**src/pdcs_pkg.sv**
```systemverilog
// Shared constants, types and decode functions of the device control bank.
package pdcs_pkg;

   localparam int ADDR_W = 12;
   localparam int DATA_W = 16;

   localparam logic [11:0] OFF_DEV_CTRL = 12'h048;
   localparam logic [11:0] OFF_DEV_STAT = 12'h04A;
   localparam logic [11:0] OFF_ERR_MASK = 12'h060;
   localparam logic [11:0] OFF_DBG_CTRL = 12'h062;

   localparam int CTL_CE_EN_BIT  = 0;
   localparam int CTL_NFE_EN_BIT = 1;
   localparam int CTL_FE_EN_BIT  = 2;
   localparam int CTL_UR_EN_BIT  = 3;
   localparam int CTL_RO_BIT     = 4;
   localparam int CTL_MPS_LSB    = 5;
   localparam int CTL_MPS_MSB    = 7;
   localparam int CTL_ETAG_BIT   = 8;
   localparam int CTL_PHANTOM_FUNCTION_ENABLE_BIT   = 9;
   localparam int CTL_AUXPM_BIT  = 10;
   localparam int CTL_NS_BIT     = 11;
   localparam int CTL_MAX_READ_REQUEST_SIZE_LSB   = 12;
   localparam int CTL_MAX_READ_REQUEST_SIZE_MSB   = 14;
   localparam int STS_ERR_LSB    = 0;
   localparam int STS_ERR_MSB    = 3;
   localparam int STS_AUX_POWER_DETECTED_BIT  = 4;
   localparam int STS_TP_BIT     = 5;
   localparam int DBG_SEQUENTIAL_TAG_DEBUG_BIT = 0;

   localparam logic [3:0]  ERR_EN_RST   = 4'h0;
   localparam logic [2:0]  MPS_RST      = 3'h0;
   localparam logic        ETAG_RST     = 1'b0;
   localparam logic [3:0]  ERR_STS_RST  = 4'h0;
   localparam logic [3:0]  ERR_MASK_RST = 4'h0;
   localparam logic        SEQUENTIAL_TAG_DEBUG_RST   = 1'b0;
   localparam logic [15:0] RDATA_RST    = 16'h0000;

   localparam logic [2:0]  MPS_MAX_CODE = 3'h4;
   localparam logic [11:0] MPS_BASE     = 12'h080;
   localparam logic [11:0] ORIG_MAX_RD  = 12'h080;
   localparam logic [7:0]  TAG_MAX_STD  = 8'h1F;
   localparam logic [7:0]  TAG_MAX_EXT  = 8'hFF;
   localparam logic [7:0]  TAG_RST      = 8'h00;

   typedef struct packed {
      logic unsupported;
      logic fatal;
      logic nonfatal;
      logic correctable;
   } pdcs_err_s;

   typedef struct packed {
      logic       relaxed_ordering;
      logic       no_snoop;
      logic [9:0] length_dw;
   } pdcs_attr_s;

   // Reserved payload codes fall back to the smallest payload.
   function automatic logic [11:0] pdcs_mps_bytes(input logic [2:0] code);
      if (code > MPS_MAX_CODE) begin
         return MPS_BASE;
      end
      return MPS_BASE << code;
   endfunction : pdcs_mps_bytes

   function automatic logic [7:0] pdcs_tag_limit(input logic ext);
      return ext ? TAG_MAX_EXT : TAG_MAX_STD;
   endfunction : pdcs_tag_limit

endpackage : pdcs_pkg

```
**src/pdcs_tag_gen.sv**
```systemverilog
// Sequential debug tag generator steered by the extended tag enable.
`timescale 1ns/10ps
module pdcs_tag_gen (
   input  wire logic       clk,
   input  wire logic       rst_n,
   input  wire logic       seq_en,
   input  wire logic       ext_en,
   input  wire logic       advance,
   output logic [7:0]      tag
);
   import pdcs_pkg::*;

   logic [7:0] tag_reg;
   logic [7:0] tag_next;
   logic [7:0] limit;

   always_comb begin
      limit    = pdcs_tag_limit(ext_en);
      tag_next = tag_reg;
      if (!seq_en) begin
         tag_next = TAG_RST;
      end else if (tag_reg > limit) begin
         // Narrowing the range mid-run must not leak an out-of-range tag.
         tag_next = TAG_RST;
      end else if (advance) begin
         tag_next = (tag_reg == limit) ? TAG_RST : tag_reg + 8'h01;
      end
   end

   always_ff @(posedge clk) begin
      if (!rst_n) begin
         tag_reg <= TAG_RST;
      end else begin
         tag_reg <= tag_next;
      end
   end

   assign tag = tag_reg;

endmodule : pdcs_tag_gen

```
**src/pdcs_regs.sv**
```systemverilog
// Device control and device status register bank of one switch port.
//
// Overview of operation
// - Control bits 0-3 gate reports of the four error classes, reset zero.
// - Relaxed ordering enable reads zero; originated requests never set it.
// - Payload size field bits 7:5 selects 128 to 2048 bytes, reset zero.
// - Payload codes 5, 6 and 7 behave exactly as 128 bytes.
// - With sequential tag debug on, tags run 0-31, or 0-255 when extended.
// - Extended tag enable at bit 8 is read-write, resets zero.
// - Phantom function enable at bit 9 always reads zero.
// - Aux power management enable at bit 10 always reads zero.
// - No snoop enable reads zero; never originated, forwarded unchanged.
// - Read request size reads zero; originate 128 bytes, forward as is.
// - Status bits 0-3 log errors whatever the enables; writing one clears.
// - Status bit 3 sets on an unsupported request, resets zero.
// - Aux power detected status bit 4 always reads zero.
// - Transactions pending status bit 5 always reads zero.
//
// Our own choice: the address-and-strobe port.
`timescale 1ns/10ps
module pdcs_regs (
   input  wire logic                       clk,
   input  wire logic                       rst_n,
   input  wire logic [pdcs_pkg::ADDR_W-1:0] reg_addr,
   input  wire logic [pdcs_pkg::DATA_W-1:0] reg_wdata,
   input  wire logic                       reg_wr,
   input  wire logic                       reg_rd,
   output logic [pdcs_pkg::DATA_W-1:0]     reg_rdata,
   input  wire pdcs_pkg::pdcs_err_s        err_detect,
   output pdcs_pkg::pdcs_err_s             err_report,
   output logic                            irq,
   output logic [11:0]                     max_payload_bytes,
   output logic [11:0]                     orig_max_read_bytes,
   output logic                            orig_relaxed_ordering,
   output logic                            orig_no_snoop,
   input  wire logic                       tag_advance,
   output logic [7:0]                      tag,
   input  wire logic                       fwd_valid,
   input  wire pdcs_pkg::pdcs_attr_s       fwd_attr_in,
   output logic                            fwd_valid_out,
   output pdcs_pkg::pdcs_attr_s            fwd_attr_out
);
   import pdcs_pkg::*;

   logic [3:0]  err_en_reg;
   logic [2:0]  mps_reg;
   logic        etag_reg;
   logic [3:0]  err_sts_reg;
   logic [3:0]  err_sts_next;
   logic [3:0]  err_mask_reg;
   logic        sequential_tag_debug_reg;
   logic [15:0] rdata_reg;
   logic [15:0] rdata_next;
   logic [15:0] ctrl_view;
   logic [15:0] stat_view;
   pdcs_err_s   err_report_reg;
   logic [11:0] mps_bytes_reg;
   logic        fwd_valid_reg;
   pdcs_attr_s  fwd_attr_reg;

   logic wr_ctrl;
   logic wr_stat;
   logic wr_mask;
   logic wr_dbg;

   assign wr_ctrl = reg_wr && (reg_addr == OFF_DEV_CTRL);
   assign wr_stat = reg_wr && (reg_addr == OFF_DEV_STAT);
   assign wr_mask = reg_wr && (reg_addr == OFF_ERR_MASK);
   assign wr_dbg  = reg_wr && (reg_addr == OFF_DBG_CTRL);

   // Only the writable fields are stored; fixed fields never get a flop.
   always_ff @(posedge clk) begin
      if (!rst_n) begin
         err_en_reg <= ERR_EN_RST;
         mps_reg    <= MPS_RST;
         etag_reg   <= ETAG_RST;
      end else if (wr_ctrl) begin
         err_en_reg <= reg_wdata[CTL_UR_EN_BIT:CTL_CE_EN_BIT];
         mps_reg    <= reg_wdata[CTL_MPS_MSB:CTL_MPS_LSB];
         etag_reg   <= reg_wdata[CTL_ETAG_BIT];
      end
   end

   // A detection in the same cycle as a clearing write survives it.
   always_comb begin
      err_sts_next = err_sts_reg;
      if (wr_stat) begin
         err_sts_next = err_sts_reg & ~reg_wdata[STS_ERR_MSB:STS_ERR_LSB];
      end
      err_sts_next = err_sts_next | err_detect;
   end

   always_ff @(posedge clk) begin
      if (!rst_n) begin
         err_sts_reg <= ERR_STS_RST;
      end else begin
         err_sts_reg <= err_sts_next;
      end
   end

   always_ff @(posedge clk) begin
      if (!rst_n) begin
         err_mask_reg <= ERR_MASK_RST;
      end else if (wr_mask) begin
         err_mask_reg <= reg_wdata[STS_ERR_MSB:STS_ERR_LSB];
      end
   end

   always_ff @(posedge clk) begin
      if (!rst_n) begin
         sequential_tag_debug_reg <= SEQUENTIAL_TAG_DEBUG_RST;
      end else if (wr_dbg) begin
         sequential_tag_debug_reg <= reg_wdata[DBG_SEQUENTIAL_TAG_DEBUG_BIT];
      end
   end

   // Hardwired fields are zero by construction of the read views.
   always_comb begin
      ctrl_view = 16'h0000;
      ctrl_view[CTL_UR_EN_BIT:CTL_CE_EN_BIT] = err_en_reg;
      ctrl_view[CTL_RO_BIT] = 1'b0;
      ctrl_view[CTL_MPS_MSB:CTL_MPS_LSB] = mps_reg;
      ctrl_view[CTL_ETAG_BIT] = etag_reg;
      ctrl_view[CTL_PHANTOM_FUNCTION_ENABLE_BIT] = 1'b0;
      ctrl_view[CTL_AUXPM_BIT] = 1'b0;
      ctrl_view[CTL_NS_BIT] = 1'b0;
      ctrl_view[CTL_MAX_READ_REQUEST_SIZE_MSB:CTL_MAX_READ_REQUEST_SIZE_LSB] = 3'h0;
      stat_view = 16'h0000;
      stat_view[STS_ERR_MSB:STS_ERR_LSB] = err_sts_reg;
      stat_view[STS_AUX_POWER_DETECTED_BIT] = 1'b0;
      stat_view[STS_TP_BIT] = 1'b0;
   end

   always_comb begin
      rdata_next = 16'h0000;
      if (reg_rd) begin
         unique case (reg_addr)
            OFF_DEV_CTRL: begin
               rdata_next = ctrl_view;
            end
            OFF_DEV_STAT: begin
               rdata_next = stat_view;
            end
            OFF_ERR_MASK: begin
               rdata_next = {12'h000, err_mask_reg};
            end
            OFF_DBG_CTRL: begin
               rdata_next = {15'h0000, sequential_tag_debug_reg};
            end
            default: begin
               rdata_next = 16'h0000;
            end
         endcase
      end
   end

   // Read data is valid only in the cycle after the strobe.
   always_ff @(posedge clk) begin
      if (!rst_n) begin
         rdata_reg <= RDATA_RST;
      end else begin
         rdata_reg <= rdata_next;
      end
   end

   assign reg_rdata = rdata_reg;

   // Reports go out only for enabled classes, while logging above is not.
   always_ff @(posedge clk) begin
      if (!rst_n) begin
         err_report_reg <= '0;
      end else begin
         err_report_reg <= err_detect & err_en_reg;
      end
   end

   assign err_report = err_report_reg;
   assign irq        = |(err_sts_reg & err_mask_reg);

   always_ff @(posedge clk) begin
      if (!rst_n) begin
         mps_bytes_reg <= MPS_BASE;
      end else begin
         mps_bytes_reg <= pdcs_mps_bytes(mps_reg);
      end
   end

   assign max_payload_bytes = mps_bytes_reg;

   // Originated requests are fixed small and plain; the fields above
   // cannot widen them because nothing here ever reads those fields.
   assign orig_max_read_bytes   = ORIG_MAX_RD;
   assign orig_relaxed_ordering = 1'b0;
   assign orig_no_snoop         = 1'b0;

   // Passing transactions keep their attributes and size untouched.
   always_ff @(posedge clk) begin
      if (!rst_n) begin
         fwd_valid_reg <= 1'b0;
         fwd_attr_reg  <= '0;
      end else begin
         fwd_valid_reg <= fwd_valid;
         fwd_attr_reg  <= fwd_attr_in;
      end
   end

   assign fwd_valid_out = fwd_valid_reg;
   assign fwd_attr_out  = fwd_attr_reg;

   pdcs_tag_gen u_tag_gen (
      .clk     (clk),
      .rst_n   (rst_n),
      .seq_en  (sequential_tag_debug_reg),
      .ext_en  (etag_reg),
      .advance (tag_advance),
      .tag     (tag)
   );
endmodule : pdcs_regs

```
**config.mk**
```make
export PLATFORM = sky130hd
export DESIGN_NAME = pdcs_regs
export DESIGN_NICKNAME = d
export VERILOG_FILES = /design/src/pdcs_pkg.sv /design/src/pdcs_tag_gen.sv /design/src/pdcs_regs.sv
export SDC_FILE = /design/constraint.sdc
export NUM_CORES = 1
export LEC_CHECK = 0
export ABC_CLOCK_PERIOD_IN_PS = 4800
export BUFFER_PORTS_ARGS = -buffer_cell sky130_fd_sc_hd__buf_2
export CORE_MARGIN = 4
export CORE_UTILIZATION = 45
export DETAILED_ROUTE_END_ITERATION = 8
export PLACE_DENSITY_LB_ADDON = 0.25
export SLEW_MARGIN = 40
export SYNTH_ARGS = -nofsm -noshare
export SYNTH_HDL_FRONTEND = slang
export SYNTH_SLANG_ARGS = --single-unit
```
**constraint.sdc**
```tcl
create_clock -name clk -period 4.8 [get_ports clk]
set_clock_uncertainty 0.15 [all_clocks]
set_input_delay 0.48 -clock clk [delete_from_list [all_inputs] [get_ports clk]]
set_output_delay 0.48 -clock clk [all_outputs]
set_load 0.02 [all_outputs]
```
=== Word level (Yosys, flattened, before mapping) ===
Index checks and enable logic that the tools add are counted.

* Input bits: 50
* Word-level logic and storage cells: 48
* Output and inout port bits: 68
* Bits in registers: 70

* Add/subtract/negate cells: 1
* Bitwise logic cells: 7
* Equal/unequal tests: 5
* Shift operators: 1
* Muxes and demuxes: 8
* Reductions and logical operators: 7
* $lt $le $gt $ge: 2

{| class="wikitable"
|+ Operator list
! operator !! count
|-
| equality test 12 x 7 -> 1 bit (second input constant) || 4
|-
| case mux 9 bit (4 select lines) || 1
|-
| two-way mux 12 bit || 2
|-
| two-way mux 8 bit || 2
|-
| AND 4 bit || 3
|-
| << shifter 8 x 3 -> 12 bit (first input constant) || 1
|-
| adder 8 x 1 -> 8 bit (second input constant) || 1
|-
| equality test 8 bit || 1
|-
| > comparator 8 bit || 1
|-
| logical AND 1 bit || 4
|-
| two-way mux 4 bit || 1
|-
| inverter 4 bit || 1
|-
| OR 4 bit || 1
|-
| OR reduction 4 bit || 1
|-
| > comparator 3 bit (second input constant) || 1
|-
| OR reduction 3 bit || 1
|-
| two-way mux 1 bit || 2
|-
| inverter 1 bit || 2
|-
| AND reduction 2 bit || 1
|}

=== Longest topological paths before layout ===
Gate-level depths: netlist (run 1).

* Depth after elaboration: 4
* Depth in mapped cells: 6
* Gate-level depth less buffers: 6

=== By module ===
A second synthesis (run 1) with hierarchy kept.

* Cell total of the unflattened synthesis: 239
* Area total of the unflattened synthesis: 2299.7 um^2

{| class="wikitable"
|+ Modules (own cells, without submodules)
! module !! seq. area each (um^2) !! area an instance (um^2) !! cells an instance !! times used
|-
| pdcs_regs || 940.9 || 1864.3 || 191 || 1
|-
| pdcs_tag_gen || 160.2 || 435.4 || 48 || 1
|}

=== Worst setup path after synthesis (run 1) ===
OpenSTA, ideal clock, no wires.

* Kind: input-to-reg
* Start: in reg_addr[9] (netlist name)
* End: reg err_en_reg[0]
* Setup slack: 3.023 ns
* Arrival time: 1.556 ns
* Cell stages on the path: 4
* Data required time: 4.578 ns
* Cell sequence: nor3_1 > nand4_2 > nor3_4 > mux2i_1

* Cells in the longest elaborated chain, start to end: 2

{| class="wikitable"
|+ RTL lines
! item !! RTL line !! source
|-
| from (decl) || pdcs_regs.sv:24 || <nowiki>input wire logic [pdcs_pkg::ADDR_W-1:0] reg_addr,</nowiki>
|-
| equality test 12 x 7 -> 1 bit || pdcs_regs.sv:66 || <nowiki>assign wr_ctrl = reg_wr && (reg_addr == OFF_DEV_CTRL);</nowiki>
|-
| logical AND 1 bit || pdcs_regs.sv:66 ||
|-
| to (signal assigned) || pdcs_regs.sv:78 || <nowiki>err_en_reg <= reg_wdata[CTL_UR_EN_BIT:CTL_CE_EN_BIT];</nowiki>
|-
| to (decl) || pdcs_regs.sv:45 || <nowiki>logic [3:0] err_en_reg;</nowiki>
|}

Every way passes these cells.
A chain may end at the register's enable or synchronous reset.

=== Worst setup path after layout (run 1) ===
* Start: in rst_n
* End: reg rdata_reg[5], in the netlist reg_rdata[5]

* Cells in the longest elaborated chain, start to end: 1

{| class="wikitable"
|+ RTL lines
! item !! RTL line !! source
|-
| from (decl) || pdcs_regs.sv:23 || <nowiki>input wire logic rst_n,</nowiki>
|-
| AND reduction 2 bit (no source line) || -- ||
|-
| to (signal assigned) || pdcs_regs.sv:162 || <nowiki>rdata_reg <= rdata_next;</nowiki>
|-
| to (decl) || pdcs_regs.sv:52 || <nowiki>logic [15:0] rdata_reg;</nowiki>
|}

Every way passes these cells.

==> flow_summary.toml, run 1 <==
[run_status]
status = "complete, no violations"

[yosys]
yosysSeqAreaShare = 0.480
synth_cell_types = 32
ys.warnings.count = 0
syn_inst = 243
ys_seq_elements = 55
netlist_area_um2 = 2290
synth_area_per_cell_um2 = 9.44

[sta]
setup_viol = 0
tightest_slew_ns = 0.642
finalHoldViolCount = 0
final-max-slew-violation-count = 0
tns_ns = 0
max_freq_mhz = 522
period_share = 0.399
rsz0062_at_grt = "false"
slew_headroom = 0.569
fin_crit_ns = 1.92

[power]
ir_worst_vdd_uv = 154
power.total_uw = 811
power.density_nw_per_um2 = 296
leakage_uw = 0.00129

[setup_path]
crit_path_max_fanout = 41
cp.required_ns = 4.90
arrival_ns = 2.02
start_kind = "input port"
path_class = "input port to flip-flop"
cp-end-kind = "flip-flop"

[floorplan]
die_h_um = 79.4
start_util = 0.476
coreArea_um2 = 4820
die-area_um2 = 6310
io_pins = 118
fp-row-count = 25
die-width_um = 79.4

[clock_tree]
h-tree-depth = 2
clock-root-buffer = "clkbuf_8"
clk_pin_slew_ns = 0.10
cts_sinks = 55
ctsHoldBuffers = 0
cts_buffers = 5
cts-resized-gates = 0
insertion_delay_ns = 0.31
clockBufferDepth = 2
postCtsSetupRepairBufs = 0
cts_tree = "yes"

[routing]
first_iter_violations = 44
wirelength_um = 4580
antenna_left = 0
vias = 1742
post-route-drc-count = 0
wl_per_cell_um = 11.8
dr.pass1.iters = 4
vias_per_cell = 4.48

[placed_design]
portBuffers = 80
dp.final_hpwl_um = 3480
gp_congestion = 0.802

[min_path]
min_path_type = "input port to flip-flop"

[finish]
largest_register_ffs = 12
area_growth_pct = 19.1
fillCellCount = 486
diodes = 0
nNetsFinal = 375
drive_gt1_frac = 0.286

[grt]
grt_pass1_vias = 1684
grt_remaining_overflow = 0
grt_pass1_wl_um = 7450
antenna_found_initial = 0
grt_max_degree = 42
track_usage = 0.152

[job]
drv_cap = 0
==> layer usage <==
metal | vias up | GRT usage | share of wire
met2 | 51 | 0.287 | 0.51
met1 | 780 | 0.157 | 0.41
li1 | 905 | - | -
met5 | - | 0 | 0
met4 | 0 | 0.0567 | 0.015
met3 | 6 | 0.0451 | 0.065
==> path summary, 6_finish.rpt <==
path                              startpoint               end  slack, ns  depth (start not counted)
worst min-delay path            reg_wdata[3]    err_sts_reg[3]       0.21                          2
worst min register to register      etag_reg          etag_reg       0.31                          2
worst max-delay path                   rst_n      reg_rdata[5]       2.88                          5
worst max register to register      etag_reg  u_tag_gen.tag[0]       2.92                          6
==> logic make-up (layout without fill, tap and decap cells) <==
logic type,count (synthesis),in the layout,synth area share
AND/OR/NAND/NOR,94,94,0.215
other,2,29,0.00327
buffers and inverters,43,95,0.118
adder cells (fa/ha/maj),4,4,0.0218
multiplexers,20,20,0.0872
AO/OA/AOI/OAI,18,18,0.0474
flip-flops,55,55,0.480
XOR/XNOR,7,7,0.0267
==> metrics by stage <==
step | area [um^2] | utilization | std cells | setup slack, ns | hold slack (ns)
after floorplan | 2400 | - | 270 | 3.02 | 0.281
after global placement | 2640 | 0.547 | 381 | 2.56 | 0.294
after detailed placement | 2640 | 0.547 | 381 | 2.52 | 0.302
after CTS | 2730 | 0.568 | 389 | 2.87 | 0.194
after global routing | 2730 | 0.568 | 389 | 2.72 | 0.190
final | 2730 | 0.568 | 389 | 2.88 | 0.206
==> power breakdown <==
group	total [uW]	switching (uW)	internal, uW
sequential	467	3.07	464
clock	268	150	118
combinational	75.8	50.9	24.9
==> placed cells by master, fill, tap and decap left out, types with 5 or more instances in the layout <==
cell	Yosys	layout
conb_1	2	29
inv_1	7	7
dfxtp_1	55	55
nor2_1	20	20
nand4_1	7	7
clkbuf_8	0	6
nor3_1	11	11
buf_2	1	80
nand2_1	26	26
mux2i_1	20	20
and2_1	17	17
o21ai_0	5	5
==> final cells by class <==
class                   count  area (um^2)  area share
flip-flops and latches     55         1100       0.403
multi-input cells         172         1020       0.374
repair buffers             80          400       0.146
well taps                  67         83.8      0.0307
clock buffers               6         82.6      0.0302
inverters                   7         26.3     0.00961
clock inverters             2         16.3     0.00595
==> Yosys cell counts <==
library cell,instances,area [um^2]
a21o_1,1,7.51
a21oi_1,4,20.0
a22oi_1,2,15.0
a31oi_1,4,25.0
and2_1,17,106
and3_1,2,12.5
buf_2,1,5.00
buf_4,29,218
clkbuf_1,6,22.5
conb_1,2,7.51
dfxtp_1,55,1100
ha_1,4,50.1
inv_1,7,26.3
mux2i_1,20,200
nand2_1,26,97.6
nand2b_1,2,12.5
nand3_1,2,10.0
nand4_1,7,43.8
nand4_2,1,12.5
nor2_1,20,75.1
nor2b_1,1,6.26
nor3_1,11,55.1
nor3_2,1,10.0
nor3_4,1,16.3
nor4_1,1,6.26
nor4b_4,1,23.8
o21ai_0,5,25.0
o21bai_1,1,7.51
o22a_1,1,8.76
or3_1,1,6.26
xnor2_1,3,26.3
xor2_1,4,35.0
==> worst max-delay path, cell delays in order <==
cell,delay [ns]
buf_2,0.48
and2_1,0.21
nand4_1,0.27
nor3_1,0.39
and2_1,0.18
Power figures use the tool's default switching activity.
==> run 2: changes to the inputs <==
ABC_AREA = 1   (was not set)
ABC_CLOCK_PERIOD_IN_PS = 1800   (was 4800)
clock period = 1.8 ns   (was 4.8 ns; I/O delays follow)
==> run 2 against run 1 <==
Against the previous run:
- worst setup slack worse by 2.7 ns
- combinational power rose to 3.3 times the previous value
- synthesized area up 7.3%
- die area up 6.5%
- via count up 27%
- power rose to 2.7 times the previous value
- routed wire length up 19%
- largest cell class unchanged
- highest routed layer unchanged
==> flow_summary.toml, run 2 <==
[finish]
largest_register_ffs = 12
area_growth_pct = 29.0
diodes = 0
drive_gt1_frac = 0.230
fillCellCount = 487
multi_input_area_um2 = 1010
nNetsFinal = 500
mostFrequentLayoutCells = "buf_2, nand2_1, dfxtp_1"
seq_area_um2 = 1100
final_common_cell = "buf_2"

[power]
leakage_uw = 0.00172
ir_worst_vdd_uv = 458
power.total_uw = 2230
power.density_nw_per_um2 = 702

[yosys]
synth_top_area_share = 0.447
synth_fa_ha_area_frac = 0.0203
synth_area_per_cell_um2 = 7.30
ys_async_sr_fraction = 0
synth_edf_count = 0
syn_inst = 337
synth_compound_area_frac = 0.0488
yosys.area.top_type = "dfxtp_1"
yosys-top-cells-area = "dfxtp_1, nand2_1, buf_4"
synth_cell_types = 29
yosysSeqAreaShare = 0.447
netlist_area_um2 = 2460
ys.warnings.count = 0
synth_top_family_by_area = "simple AND/OR/NAND/NOR gates"
synthXorXnorAreaFrac = 0.0107
yosysMostFrequentCell = "nand2_1"
synth-simple-area-share = 0.284
ys_seq_elements = 55
synthFlopType = "dfxtp_1"
muxShareOfSynthArea = 0
synthTopCellsByCount = "nand2_1, dfxtp_1, nor2_1"

[sta]
max_freq_mhz = 612
holdWs_ns = 0.0189
rsz0062_at_grt = "false"
tns_ns = 0
finalHoldViolCount = 0
period_share = 0.907
fin_crit_ns = 1.63
setup_viol = 0
final-max-slew-violation-count = 0

[clock_tree]
cts_tree = "yes"
clk_pin_slew_ns = 0.11
h-tree-depth = 2
clock-root-buffer = "clkbuf_8"
cts_sinks = 55
clockBufferDepth = 2
insertion_delay_ns = 0.30
cts_buffers = 5

[routing]
post-route-drc-count = 0
vias_per_cell = 4.27
vias = 2206
dr.pass1.iters = 4
antenna_left = 0
wl_per_cell_um = 10.6
first_iter_violations = 72
wirelength_um = 5460

[grt]
grt_pass1_wl_um = 8890
antenna_found_initial = 0
grt_pass1_vias = 2099
track_usage = 0.169
grt_max_degree = 21
grt_remaining_overflow = 0

[floorplan]
coreArea_um2 = 5200
io_pins = 118
die_h_um = 82.0
die-width_um = 82.0
die-area_um2 = 6720
start_util = 0.473
fp-row-count = 26

[placed_design]
dp.final_hpwl_um = 3940
gp_congestion = 0.868
portBuffers = 80

[setup_path]
arrival_ns = 1.72
crit_chain = "inv_1 -> ha_1 -> nand2_1 -> inv_1 -> nand2_1 -> o21ai_1 -> nand2_1 -> buf_4 -> nor3b_1"
path_class = "flip-flop to flip-flop"
worst_path_largest_cell_delay_ns = 0.34
cp-end-kind = "flip-flop"
crit_slowest_cell = "dfxtp_1"
critical_path.most_common_cell = "nand2_1"
crit_path_max_fanout = 4
cp.required_ns = 1.89
start_kind = "flip-flop"
reg2reg_depth = 9

[job]
drv_cap = 0

[min_path]
worstHoldPathCells = 3
min_path_type = "input port to flip-flop"

[run_status]
status = "complete, no violations"
[run 2: metal layers]
layer / track usage / share of wire / up-vias
met3: 0.0450 / 0.071 / 6
met4: 0.0498 / 0.011 / 0
met1: 0.186 / 0.42 / 946
met2: 0.313 / 0.50 / 77
met5: 0 / 0 / -
li1: - / - / 1177
[run 2: layout make-up]
type                       count  area share
clock buffer                   5      0.0217
clock inverter                 3      0.0106
inverter                      54      0.0639
multi-input combinational    222       0.317
sequential                    55       0.347
tap                           70      0.0276
timing repair buffer         108       0.212
[run 2: worst paths after layout]
path | startpoint | slack [ns] | end
worst max register to register | etag_reg | 0.17 | u_tag_gen.tag[2]
worst min register to register | etag_reg | 0.30 | reg_rdata[8]
worst max-delay path | etag_reg | 0.17 | u_tag_gen.tag[2]
worst min-delay path | tag_advance | 0.02 | u_tag_gen.tag[1]
[run 2: through the flow]
step / cells / area, um^2 / setup slack [ns] / util
floorplan: 364 / 2560 / 0.238 / -
global placement: 483 / 2810 / 0.148 / 0.540
detailed placement: 483 / 2810 / 0.100 / 0.540
CTS: 516 / 3160 / 0.0508 / 0.608
global route: 517 / 3170 / 0.0138 / 0.610
finish: 517 / 3170 / 0.167 / 0.610
[run 2: cells by family (layout without fill, tap and decap cells)]
logic type	count (synthesis)	in the layout
and+or+nand+nor	164	164
buffers and inverters	87	170
DFF	55	55
AOI/OAI and AO/OA	22	22
adders and majority gates	4	4
xor gates and xnor gates	3	3
other	2	29
[run 2: worst max-delay path, delay by kind of cell (launching register included)]
family | cells | cell delay [ns]
buffers and inverters | 3 | 0.29
AOI/OAI and AO/OA | 1 | 0.11
DFF | 1 | 0.34
adders and majority gates | 1 | 0.30
and+or+nand+nor | 4 | 0.37
[run 2: power by group]
group / switching [uW] / internal (uW) / leakage, uW / total (uW)
logic: 153 / 98.2 / 0.00122 / 251
clock network: 436 / 296 / 0.0000519 / 732
registers: 6.78 / 1240 / 0.000448 / 1240
[run 2: what timing repair did]
action	CTS	global route
buffers inserted	0	1
endpoints found under the setup margin	0	5
gates resized for setup	0	3
hold buffers	25	0
endpoints found under the hold margin	32	0
